`config.mk`:
```
export PLATFORM = sky130hd
export DESIGN_NAME = pphp_dev_flat
export DESIGN_NICKNAME = d
export VERILOG_FILES = /design/src/design/pphp_pkg.sv /design/src/design/pphp_if.sv /design/src/design/pphp_dev.sv /design/src/design/pphp_fall_det.sv /design/src/flat_wrapper.sv
export SDC_FILE = /design/constraint.sdc
export NUM_CORES = 1
export LEC_CHECK = 0
export ABC_AREA = 0
export BUFFER_PORTS_ARGS = -buffer_cell sky130_fd_sc_hd__buf_2
export CORE_ASPECT_RATIO = 1.25
export CORE_MARGIN = 4
export CORE_UTILIZATION = 47
export DETAILED_ROUTE_END_ITERATION = 16
export GPL_TIMING_DRIVEN = 0
export HOLD_SLACK_MARGIN = 0.15
export PLACE_DENSITY = 0.66
export RECOVER_POWER = 100
export SLEW_MARGIN = 25
export SYNTH_ARGS = -nofsm -noshare
export SYNTH_HDL_FRONTEND = slang
export SYNTH_HIERARCHICAL = 1
export SYNTH_SLANG_ARGS = --single-unit
```
`constraint.sdc`:
```
create_clock -name clk_i -period 3.1 [get_ports clk_i]
set_input_delay 0.465 -clock clk_i [delete_from_list [all_inputs] [get_ports clk_i]]
set_output_delay 0.465 -clock clk_i [all_outputs]
set_load 0.01 [all_outputs]
```
`src/design/pphp_pkg.sv`:
```
package pphp_pkg;
  // ***************************************
  // timing
  // ***************************************
  localparam int CLK_MHZ = 100;
  localparam int ACK_MAX_NS = 1000;
  localparam int ACK_MAX_CYC = (ACK_MAX_NS * CLK_MHZ) / 1000;
  localparam int CARD_RD_NS = 1000;
  localparam int CARD_RD_CYC = (CARD_RD_NS * CLK_MHZ + 999) / 1000;
  localparam int PROG_NS = 2000;
  localparam int PROG_CYC = (PROG_NS * CLK_MHZ + 999) / 1000;
  localparam int STB_NS = 100;
  localparam int STB_CYC = (STB_NS * CLK_MHZ + 999) / 1000;
  // ***************************************
  // control/high-address byte layout
  // ***************************************
  localparam int CTL_SPARE_BIT = 7;
  localparam int CTL_AUTO_BIT = 6;
  localparam int CTL_SOCK_BIT = 5;
  localparam int CTL_NIB_BIT = 4;
  localparam int STAT_BUSY_BIT = 0;
  localparam logic [3:0] MODE_RST = 4'h0;
  localparam logic [3:0] HI_RST = 4'h0;
  localparam logic [7:0] BYTE_RST = 8'h00;
  // ***************************************
  // status codes, one bit of the word each
  // ***************************************
  typedef enum logic [2:0] {
    ST_BUSY = 3'h0,
    ST_DONE_OK = 3'h1,
    ST_NO_CARD = 3'h2,
    ST_IDLE = 3'h3
  } pphp_stat_t;
  // ***************************************
  // controller registers and orders
  // ***************************************
  localparam logic [1:0] HR_CMD = 2'h0;
  localparam logic [1:0] HR_RESULT = 2'h1;
  localparam logic [1:0] HR_STATUS = 2'h2;
  typedef enum logic [2:0] {
    OP_CTRL = 3'h0,
    OP_LOADDR = 3'h1,
    OP_WDATA = 3'h2,
    OP_STATUS = 3'h3,
    OP_FETCH = 3'h4,
    OP_AUTO = 3'h5
  } pphp_op_t;
endpackage

```
`src/design/pphp_if.sv`:
```
`timescale 1ns/10ps
`default_nettype none
interface pphp_if;
  logic [7:0] host_wdata_n;
  logic wdata_strobe_n;
  logic ctrl_hi_strobe_n;
  logic lo_addr_strobe_n;
  logic host_fetch_cmd_n;
  logic host_stat_cmd_n;
  logic host_ack_n;
  logic [7:0] host_rbus_n;
  modport dev (
    input host_wdata_n, wdata_strobe_n, ctrl_hi_strobe_n, lo_addr_strobe_n,
    input host_fetch_cmd_n, host_stat_cmd_n,
    output host_ack_n, host_rbus_n
  );
  modport host (
    output host_wdata_n, wdata_strobe_n, ctrl_hi_strobe_n, lo_addr_strobe_n,
    output host_fetch_cmd_n, host_stat_cmd_n,
    input host_ack_n, host_rbus_n
  );
endinterface
`default_nettype wire

```
`src/design/pphp_dev.sv`:
```
`timescale 1ns/10ps
`default_nettype none
// Functional notes
// - three-bit code decoded to one-hot status
// - status word on read bus unless fetching
// - status command answered by acknowledge
// - host trusts bits 1-7 only when busy bit clear
// - spare control bit zero, passed out latched
// - socket one when bit set, else two
// - nibble bit picks upper or lower write half
// - four-bit reads duplicated on both nibbles
// - nibble bit ignored for byte-wide targets
// - control strobe latches mode and high address
// - low strobe latches low byte, drives address
// - fetch command routes card data to bus
// - inverted fetch command forms fetch request
// - idle sequencer alternates fetch and program tests
// - missing card gives error, acknowledge, abandon
// - fetched byte ready sets done, pulses fetch_done_pulse_o
// - fetch release drops acknowledge, restores status
// - host releases fetch, then checks status
// - auto-fetch bit sets busy and requests read
// - done pulse clears auto request and busy
// - fetch after auto-fetch acknowledged within 1 us
// - host polls busy before fetching after auto
// - write strobes never acknowledged
module pphp_dev
  import pphp_pkg::*;
#(
  parameter int RD_CYC = CARD_RD_CYC,
  parameter int PG_CYC = PROG_CYC
) (
  // clock and reset
  input wire logic clk_i,
  input wire logic reset_i,
  // host side
  pphp_if.dev bus,
  // personality cards
  input wire logic card_present_one_i,
  input wire logic card_present_two_i,
  input wire logic [7:0] card_rdata_i,
  input wire logic card_nib4_i,
  output logic [11:0] target_addr_out_o,
  output logic [7:0] prog_data_o,
  output logic card_read_o,
  output logic prog_pulse_o,
  // edge and status outputs
  output logic sock_sel_o,
  output logic nib_sel_o,
  output logic spare_ctrl_o,
  output logic fetch_done_pulse_o,
  output logic [7:0] status_word_o
);
  import pphp_pkg::*;

  typedef enum logic [5:0] {
    S_TFETCH = 6'h01,
    S_TPROG = 6'h02,
    S_CARD = 6'h04,
    S_READ = 6'h08,
    S_PROG = 6'h10,
    S_END = 6'h20
  } pphp_seq_t;

  // ***************************************
  // strobe capture
  // ***************************************
  logic [2:0] fall;
  logic wd_stb;
  logic ctl_stb;
  logic lo_stb;
  logic [7:0] din;

  pphp_fall_det #(.W(3)) u_fall (
    .clk_i(clk_i),
    .reset_i(reset_i),
    .sig_n_i({bus.lo_addr_strobe_n, bus.ctrl_hi_strobe_n, bus.wdata_strobe_n}),
    .fall_o(fall)
  );
  assign wd_stb = fall[0];
  assign ctl_stb = fall[1];
  assign lo_stb = fall[2];
  assign din = ~bus.host_wdata_n;

  logic auto_bit_reg;
  logic [3:0] hi_reg;
  logic [7:0] lo_reg;
  logic [7:0] wd_reg;

  always_ff @(posedge clk_i) begin
    if (reset_i) begin
      spare_ctrl_o <= MODE_RST[3];
      auto_bit_reg <= MODE_RST[2];
      sock_sel_o <= MODE_RST[1];
      nib_sel_o <= MODE_RST[0];
      hi_reg <= HI_RST;
    end else if (ctl_stb) begin
      spare_ctrl_o <= din[CTL_SPARE_BIT];
      auto_bit_reg <= din[CTL_AUTO_BIT];
      sock_sel_o <= din[CTL_SOCK_BIT];
      nib_sel_o <= din[CTL_NIB_BIT];
      hi_reg <= din[3:0];
    end
  end

  always_ff @(posedge clk_i) begin
    if (reset_i) begin
      lo_reg <= BYTE_RST;
    end else if (lo_stb) begin
      lo_reg <= din;
    end
  end

  always_ff @(posedge clk_i) begin
    if (reset_i) begin
      wd_reg <= BYTE_RST;
    end else if (wd_stb) begin
      wd_reg <= din;
    end
  end

  assign target_addr_out_o = {hi_reg, lo_reg};

  always_ff @(posedge clk_i) begin
    if (reset_i) begin
      prog_data_o <= BYTE_RST;
    end else if (!card_nib4_i) begin
      prog_data_o <= wd_reg;
    end else if (nib_sel_o) begin
      prog_data_o <= {4'h0, wd_reg[7:4]};
    end else begin
      prog_data_o <= {4'h0, wd_reg[3:0]};
    end
  end

  // ***************************************
  // requests
  // ***************************************
  pphp_seq_t seq_reg;
  logic fetch_req_reg;
  logic auto_req_reg;
  logic prog_req_reg;
  logic data_ready_reg;
  logic is_read_reg;
  logic err_reg;
  logic present;
  logic svc_fetch;
  logic [7:0] card_fmt;
  logic [7:0] rdata_reg;
  logic [15:0] cnt_reg;
  pphp_stat_t code_reg;
  logic [7:0] stat_dec;

  assign present = sock_sel_o ? card_present_one_i : card_present_two_i;
  assign svc_fetch = (fetch_req_reg & ~data_ready_reg) | auto_req_reg;
  assign card_fmt = card_nib4_i ? {card_rdata_i[3:0], card_rdata_i[3:0]}
                                : card_rdata_i;
  assign stat_dec = 8'(8'h01 << code_reg);

  always_ff @(posedge clk_i) begin
    if (reset_i) begin
      fetch_req_reg <= 1'b0;
    end else begin
      fetch_req_reg <= ~bus.host_fetch_cmd_n;
    end
  end

  // set terms come last so an event in the clearing cycle survives
  always_ff @(posedge clk_i) begin
    if (reset_i) begin
      auto_req_reg <= 1'b0;
    end else begin
      if (seq_reg == S_END && is_read_reg) begin
        auto_req_reg <= 1'b0;
      end
      if (ctl_stb && din[CTL_AUTO_BIT]) begin
        auto_req_reg <= 1'b1;
      end
    end
  end

  always_ff @(posedge clk_i) begin
    if (reset_i) begin
      prog_req_reg <= 1'b0;
    end else begin
      if (seq_reg == S_END && !is_read_reg) begin
        prog_req_reg <= 1'b0;
      end
      if (wd_stb) begin
        prog_req_reg <= 1'b1;
      end
    end
  end

  always_ff @(posedge clk_i) begin
    if (reset_i) begin
      data_ready_reg <= 1'b0;
    end else begin
      if (wd_stb || ctl_stb || lo_stb) begin
        data_ready_reg <= 1'b0;
      end
      if (seq_reg == S_END && is_read_reg) begin
        data_ready_reg <= 1'b1;
      end
    end
  end

  // ***************************************
  // sequencer
  // ***************************************
  always_ff @(posedge clk_i) begin
    if (reset_i) begin
      seq_reg <= S_TFETCH;
      is_read_reg <= 1'b0;
      err_reg <= 1'b0;
      cnt_reg <= 16'h0000;
      rdata_reg <= BYTE_RST;
      card_read_o <= 1'b0;
      prog_pulse_o <= 1'b0;
      fetch_done_pulse_o <= 1'b0;
    end else begin
      fetch_done_pulse_o <= 1'b0;
      card_read_o <= 1'b0;
      prog_pulse_o <= 1'b0;
      unique case (seq_reg)
        S_TFETCH: begin
          if (svc_fetch) begin
            is_read_reg <= 1'b1;
            seq_reg <= S_CARD;
          end else begin
            seq_reg <= S_TPROG;
          end
        end
        S_TPROG: begin
          if (prog_req_reg) begin
            is_read_reg <= 1'b0;
            seq_reg <= S_CARD;
          end else begin
            seq_reg <= S_TFETCH;
          end
        end
        S_CARD: begin
          cnt_reg <= 16'h0000;
          err_reg <= ~present;
          if (!present) begin
            seq_reg <= S_END;
          end else if (is_read_reg) begin
            seq_reg <= S_READ;
          end else begin
            seq_reg <= S_PROG;
          end
        end
        S_READ: begin
          card_read_o <= 1'b1;
          cnt_reg <= cnt_reg + 16'h0001;
          if (cnt_reg == 16'(RD_CYC - 1)) begin
            rdata_reg <= card_fmt;
            seq_reg <= S_END;
          end
        end
        S_PROG: begin
          prog_pulse_o <= 1'b1;
          cnt_reg <= cnt_reg + 16'h0001;
          if (cnt_reg == 16'(PG_CYC - 1)) begin
            seq_reg <= S_END;
          end
        end
        S_END: begin
          fetch_done_pulse_o <= is_read_reg;
          seq_reg <= S_TFETCH;
        end
      endcase
    end
  end

  // ***************************************
  // status and host read bus
  // ***************************************
  always_ff @(posedge clk_i) begin
    if (reset_i) begin
      code_reg <= ST_IDLE;
    end else begin
      if (seq_reg == S_CARD) begin
        code_reg <= ST_BUSY;
      end else if (seq_reg == S_END) begin
        code_reg <= err_reg ? ST_NO_CARD : ST_DONE_OK;
      end
      if (wd_stb || (ctl_stb && din[CTL_AUTO_BIT])) begin
        code_reg <= ST_BUSY;
      end
    end
  end

  logic ack_n_reg;
  logic [7:0] rbus_n_reg;

  always_ff @(posedge clk_i) begin
    if (reset_i) begin
      status_word_o <= 8'h00;
      rbus_n_reg <= 8'hFF;
      ack_n_reg <= 1'b1;
    end else begin
      status_word_o <= stat_dec;
      if (!fetch_req_reg) begin
        rbus_n_reg <= ~stat_dec;
      end else if (data_ready_reg) begin
        rbus_n_reg <= ~rdata_reg;
      end else begin
        rbus_n_reg <= ~card_fmt;
      end
      // write strobes play no part here
      ack_n_reg <= ~(~bus.host_stat_cmd_n | (~bus.host_fetch_cmd_n & fetch_req_reg
                                             & data_ready_reg));
    end
  end

  assign bus.host_ack_n = ack_n_reg;
  assign bus.host_rbus_n = rbus_n_reg;
endmodule
`default_nettype wire

```
`src/design/pphp_fall_det.sv`:
```
`timescale 1ns/10ps
`default_nettype none
module pphp_fall_det #(
  parameter int W = 3
) (
  // clock and reset
  input wire logic clk_i,
  input wire logic reset_i,
  // active-low strobes in, one-cycle pulses out
  input wire logic [W-1:0] sig_n_i,
  output logic [W-1:0] fall_o
);
  logic [W-1:0] prev_reg;

  always_ff @(posedge clk_i) begin
    if (reset_i) begin
      prev_reg <= '1;
      fall_o <= '0;
    end else begin
      prev_reg <= sig_n_i;
      fall_o <= prev_reg & ~sig_n_i;
    end
  end
endmodule
`default_nettype wire

```
`src/flat_wrapper.sv`:
```
// flat-port wrapper written by rule: the top's interface ports become plain ports
module pphp_dev_flat import pphp_pkg::*;
#(
  parameter int RD_CYC = CARD_RD_CYC,
  parameter int PG_CYC = PROG_CYC
)
  (clk_i, reset_i, card_present_one_i, card_present_two_i, card_rdata_i, card_nib4_i, target_addr_out_o, prog_data_o, card_read_o, prog_pulse_o, sock_sel_o, nib_sel_o, spare_ctrl_o, fetch_done_pulse_o, status_word_o, bus_host_wdata_n, bus_wdata_strobe_n, bus_ctrl_hi_strobe_n, bus_lo_addr_strobe_n, bus_host_fetch_cmd_n, bus_host_stat_cmd_n, bus_host_ack_n, bus_host_rbus_n);
  pphp_if bus_i ();
  input wire logic clk_i;
  input wire logic reset_i;
  input wire logic card_present_one_i;
  input wire logic card_present_two_i;
  input wire logic [7:0] card_rdata_i;
  input wire logic card_nib4_i;
  output logic [11:0] target_addr_out_o;
  output logic [7:0] prog_data_o;
  output logic card_read_o;
  output logic prog_pulse_o;
  output logic sock_sel_o;
  output logic nib_sel_o;
  output logic spare_ctrl_o;
  output logic fetch_done_pulse_o;
  output logic [7:0] status_word_o;
  input wire logic [$bits(bus_i.host_wdata_n)-1:0] bus_host_wdata_n;
  input wire logic [$bits(bus_i.wdata_strobe_n)-1:0] bus_wdata_strobe_n;
  input wire logic [$bits(bus_i.ctrl_hi_strobe_n)-1:0] bus_ctrl_hi_strobe_n;
  input wire logic [$bits(bus_i.lo_addr_strobe_n)-1:0] bus_lo_addr_strobe_n;
  input wire logic [$bits(bus_i.host_fetch_cmd_n)-1:0] bus_host_fetch_cmd_n;
  input wire logic [$bits(bus_i.host_stat_cmd_n)-1:0] bus_host_stat_cmd_n;
  output wire logic [$bits(bus_i.host_ack_n)-1:0] bus_host_ack_n;
  output wire logic [$bits(bus_i.host_rbus_n)-1:0] bus_host_rbus_n;
  assign bus_i.host_wdata_n = bus_host_wdata_n;
  assign bus_i.wdata_strobe_n = bus_wdata_strobe_n;
  assign bus_i.ctrl_hi_strobe_n = bus_ctrl_hi_strobe_n;
  assign bus_i.lo_addr_strobe_n = bus_lo_addr_strobe_n;
  assign bus_i.host_fetch_cmd_n = bus_host_fetch_cmd_n;
  assign bus_i.host_stat_cmd_n = bus_host_stat_cmd_n;
  assign bus_host_ack_n = bus_i.host_ack_n;
  assign bus_host_rbus_n = bus_i.host_rbus_n;
  pphp_dev #(.RD_CYC(RD_CYC), .PG_CYC(PG_CYC)) u_core (.clk_i(clk_i), .reset_i(reset_i), .bus(bus_i), .card_present_one_i(card_present_one_i), .card_present_two_i(card_present_two_i), .card_rdata_i(card_rdata_i), .card_nib4_i(card_nib4_i), .target_addr_out_o(target_addr_out_o), .prog_data_o(prog_data_o), .card_read_o(card_read_o), .prog_pulse_o(prog_pulse_o), .sock_sel_o(sock_sel_o), .nib_sel_o(nib_sel_o), .spare_ctrl_o(spare_ctrl_o), .fetch_done_pulse_o(fetch_done_pulse_o), .status_word_o(status_word_o));
endmodule
```
Word level (Yosys, flattened, before mapping)
Cells that the tools add are included.
- reduce and logical (&&, ||, !) cells: 18
- multiplexer cells: 29
- bitwise operators: 17
- shift operators: 1
- eq/ne operators: 12
- add/sub/neg operators: 1
- operators by type and width (kind ; count):
    $pmux W6 S6 ; 1
    $mux W8 ; 4
    $not A8 Y8 ; 4
    $pmux W16 S2 ; 1
    $mux W6 ; 3
    $add A16 B1 Y16 const B ; 1
    $eq A16 B7 Y1 const B ; 1
    $eq A16 B8 Y1 const B ; 1
    $mux W1 ; 11
    $reduce_bool A2 Y1 ; 5
    $mux W2 ; 4
    $ne A2 B1 Y1 const B ; 4
    $shl A1 B2 Y8 const A ; 1
    $eq A6 B1 Y1 const B ; 1
    $eq A6 B2 Y1 const B ; 1
    $eq A6 B3 Y1 const B ; 1
    $eq A6 B4 Y1 const B ; 1
    $eq A6 B5 Y1 const B ; 1
    $eq A6 B6 Y1 const B ; 1
    $mux W3 ; 2
    $not A1 Y1 ; 6
    $mux W5 ; 1
    $mux W4 ; 1
    $reduce_and A2 Y1 ; 2
    11 further kinds ; 19
- input bits: 26
- logic and storage cells: 103
- register bits after elaboration: 95

Logic depth before layout (Yosys ltp)
- word-level depth: 5
- gate-level depth with buffers: 6

Cells and area by module
Netlist, hierarchy kept.
- modules (own cells, without submodules) (module ; seq. area each (um^2) ; cells an instance ; area an instance (um^2) ; times used):
    pphp_dev ; 1701.6 ; 392 ; 3473.3 ; 1
    pphp_fall_det ; 120.1 ; 12 ; 161.4 ; 1

Worst setup path before layout
OpenSTA, ideal clock, no wires.
- path kind: register to register
- start: reg u_core.seq_reg[0]
- end: reg u_core.cnt_reg[13]
- clock period less this slack: 2298 ps
- buffers on the path: 0
- slack: 802 ps
- setup time: 123 ps
- arrival: 2175 ps
- stages on the path, launching flop included: 5
- path through: dfxtp_1 or4_4 or4_4 or4_1 mux2_1
- longest elaborated chain between the ends: 3
- elaborated cells on any way between the ends: 6
- RTL lines (element ; line ; text):
    start, declared ; pphp_dev.sv:139 ; pphp_seq_t seq_reg;
    start signal, assigned ; pphp_dev.sv:213 ; seq_reg <= S_TFETCH;
    start signal, assigned ; pphp_dev.sv:229 ; seq_reg <= S_CARD;
    start signal, assigned ; pphp_dev.sv:231 ; seq_reg <= S_TPROG;
    $eq A6 B4 Y1 or $eq A6 B5 Y1 (tied branches) ; pphp_dev.sv:225 ; unique case (seq_reg)
    $reduce_or A2 Y1 (no line) ; - ;
    $pmux W16 S2 or $reduce_bool A2 Y1 (tied branches) ; - ;
    end signal, assigned ; pphp_dev.sv:255 ; cnt_reg <= cnt_reg + 16'h0001;
    end signal, assigned ; pphp_dev.sv:263 ; cnt_reg <= cnt_reg + 16'h0001;
    end, declared ; pphp_dev.sv:150 ; logic [15:0] cnt_reg;
Parallel ways exist; a longest one is shown, timed or not.
A chain may end at the register's enable or synchronous reset.

Final worst setup path
- start: reg u_core.seq_reg[5]
- end: reg u_core.cnt_reg[13]
The elaborated chain is that of the path after synthesis.

==> impl_results.md <==
* Crit path capture type: flop
* Syn_area_per_cell at 9.00 um2
* CTS Buffer Depth at 2
* Share of layout cells above drive strength 1 at 11.1%
* Initial DRC Count at 213
* Reg2reg path depth at 5
* Port-buffer cells at 63
* I/O Pins at 69
* Aggregate global routing overflow at 0
* First-pass GRT wire length at 14,300 um
* DRC viols at 0
* Mapped Area at 0.00363 mm2
* ANT nets after route at 0
* Worst Hold Launch: bus_host_fetch_cmd_n
* Routability cong. at 0.905
* Synth area leaders: dfxtp_1 (50%), a211oi_1 (4.8%), nor2_1 (4.2%), a21oi_1 (3.6%), mux2i_1 (3.0%)
* Hold Path Sink: u_core/fetch_req_reg$_SDFF_PP0_
* Final Hold Vio Count at 0
* Crit-path max FO at 10
* Largest net degree at the start of global routing at 18
* Area growth syn-to-layout at 16.0%
* Clock Sink Count at 91
* Initial Util at 48.8%
* CTS tree: built
* Hold Path Depth at 2
* DIE WIDTH at 86.7 um
* Core Box Area at 0.00744 mm2
* Via count at 3,249
* Area of the multi-input gates at 0.00165 mm2
* GR Util met1 at 25.4%
* Top post-synthesis cells by count: dfxtp_1 (91), nor2_1 (41), a21oi_1 (26), nand2_1 (25), a211oi_1 (23)
* Count of flip-flops with a built-in enable after synthesis at 0
* Max reg flops at 16
* Synth area leader: dfxtp_1
* Core Rows at 35
* CTS buffer count at 9
* RR Startpoint: u_core/seq_reg[5]$_SDFFE_PP0P_
* Min Tclk post-route at 2580 ps
* Max-slew violation count at 0
* R2R Path End: u_core/cnt_reg[13]$_SDFFE_PP0P_
* Ant diodes at 0
* Setup TNS at 0 ps
* Reg-to-reg slack, setup at 520 ps
* Outcome: complete, no violations
* Pwr dens at 539 mW/mm2
* CTS Hold Bufs at 0
* Post-synth cell types at 45
* Post-Place Worst Slack at 699 ps
* Worst relative slew slack at 52.7%
* #FFs+latches synth at 91
* Max Freq at 388 MHz
* Worst skew pair latency at 350 ps
* Worst-margin pin slew at 702 ps
* VDD IR-drop max at 0.308 mV
* Post-route clock period utilization at 83.1%
* Gr usage total at 19.6%
* Nets@finish at 508
* Yosys warns at 6
* Final setup violating endpoints at 0
* GR Util met3 at 3.26%
* Worst Path Required at 3340 ps
* Drt first pass iters at 5
* Cell with the most instances after synthesis: dfxtp_1
* Vias in the first global route at 3,039
* Avg Vias per Cell at 5.62
* Final Instance Count excl. Fillers at 578
* Leakage at 1.54 nW
* Synth top area share at 50.1%
* RSZ-0062 raised after global routing: false
* Post-CTS setup buffers at 0
* Clock Pin Slew Worst Setup and Hold Paths at 90 ps
* Kind of critical path: reg2reg
* Startpoint class of the critical path: flop
* Routed length per placed instance at 15.6 um
* Clock tree root buffer cell: clkbuf_8
* WL final at 9010 um
* Die Footprint at 0.00921 mm2
* Met2 usage in global routing at 32.1%
* Register Area at 0.00182 mm2
* Max-cap violation count at 0
* Initial antenna violation count at 0
* Die Y at 106 um
* Seq/Total Area, Yosys at 50.1%
* WP data arrival at 2820 ps
* Placed Cells incl. Taps at 562
* Gr busiest metal: met2
* Ys flop type: dfxtp_1
* Htree depth at 3
* Final worst slack at 523 ps
* Hold WC Path Type: in2reg
* Post-synthesis async set-or-reset flop share at 0%
* Cells after Synth at 404
* HPWL after detailed placement at 6500 um
* Final Skew at 10.5 ps
* Filler instances at 731
* Post-cts resize count at 0
## critical path, stage by stage, from the launching register on
cell and delay (ps):
dfxtp_1 310, clkbuf_1 210, or4_1 550, or4_1 580
or4_1 500, mux2_1 320
## per-stage QoR
stage / power [mW] / utilization, % / hold slack [ps] / area (um2)
floorplan: 1.39 / - / 425 / 3650
global placement: 1.47 / 54.8 / 443 / 4080
detailed placement: 1.47 / 54.8 / 446 / 4080
CTS: 2.29 / 57.5 / 262 / 4280
global route: 2.35 / 56.6 / 273 / 4220
finish: 2.27 / 56.6 / 274 / 4220
## routing by layer
metal	wire length (um)	share of wire, %
met1	3930	44
met2	4310	48
met3	605	6.7
met4	160	1.8
met5	0	0
## how the worst max path moves through the flow
stage	cells after the start	from	slack [ps]	end
finish	5	u_core/seq_reg[5]$_SDFFE_PP0P_	520	u_core/cnt_reg[13]$_SDFFE_PP0P_
global route	5	u_core/seq_reg[5]$_SDFFE_PP0P_	470	u_core/cnt_reg[13]$_SDFFE_PP0P_
CTS	4	u_core/seq_reg[0]$_SDFFE_PP1P_	680	u_core/cnt_reg[13]$_SDFFE_PP0P_
detailed placement	4	u_core/seq_reg[0]$_SDFFE_PP1P_	700	u_core/cnt_reg[13]$_SDFFE_PP0P_
global placement	4	u_core/seq_reg[0]$_SDFFE_PP1P_	700	u_core/cnt_reg[13]$_SDFFE_PP0P_
floorplan	4	u_core/seq_reg[0]$_SDFFE_PP1P_	800	u_core/cnt_reg[13]$_SDFFE_PP0P_
## power breakdown
part           internal [mW]  total, mW  switching [mW]
Clock                  0.387      0.839           0.452
Combinational         0.0716      0.190           0.119
Sequential              1.22       1.25          0.0296
## cell usage in the layout (no fill, tap or decap), drive strengths merged, types with 2 or more instances in the layout
| master | netlist | routed |
|---|---|---|
| buf | 11 | 28 |
| nor3b | 5 | 5 |
| and3 | 11 | 11 |
| nand4 | 12 | 12 |
| conb | 1 | 4 |
| clkbuf | 20 | 75 |
| or3 | 8 | 8 |
| inv | 7 | 11 |
| o211ai | 9 | 9 |
| a31oi | 3 | 3 |
| o21a | 2 | 2 |
| a21oi | 26 | 26 |
| xor2 | 2 | 2 |
| mux2 | 7 | 7 |
| and2 | 5 | 5 |
| nor4 | 5 | 5 |
| dfxtp | 91 | 91 |
| nor2 | 41 | 41 |
| o21ai | 18 | 18 |
| nor2b | 2 | 2 |
| mux2i | 11 | 11 |
| clkinvlp | 0 | 2 |
| or2 | 5 | 5 |
| nor4b | 2 | 2 |
| and3b | 2 | 2 |
| a211oi | 23 | 23 |
| or4 | 7 | 7 |
| nand3 | 19 | 19 |
| a21o | 3 | 3 |
| nand2 | 25 | 25 |
| a2111oi | 2 | 2 |
| nor3 | 11 | 11 |
## kinds of logic (layout without fill, tap and decap cells)
family,Yosys count,after routing,share of synthesized area (%)
muxes,18,18,5.20
buffers and inverters,39,118,4.51
DFF,91,91,50.1
and+or+nand+nor,162,162,23.4
AOI/OAI and AO/OA,89,89,15.4
xor gates and xnor gates,3,3,0.930
adders and majority gates,1,1,0.344
other,1,4,0.103
## final cells by class
| type | count | area share (%) |
|---|---|---|
| flip-flops and latches | 91 | 43.2 |
| multi-input cells | 277 | 39.0 |
| repair buffers | 63 | 6.29 |
| plain buffers | 31 | 3.15 |
| clock buffers | 9 | 2.94 |
| well taps | 92 | 2.73 |
| clock inverters | 7 | 1.96 |
| inverters | 8 | 0.712 |
(Power assumes the default switching activity.)
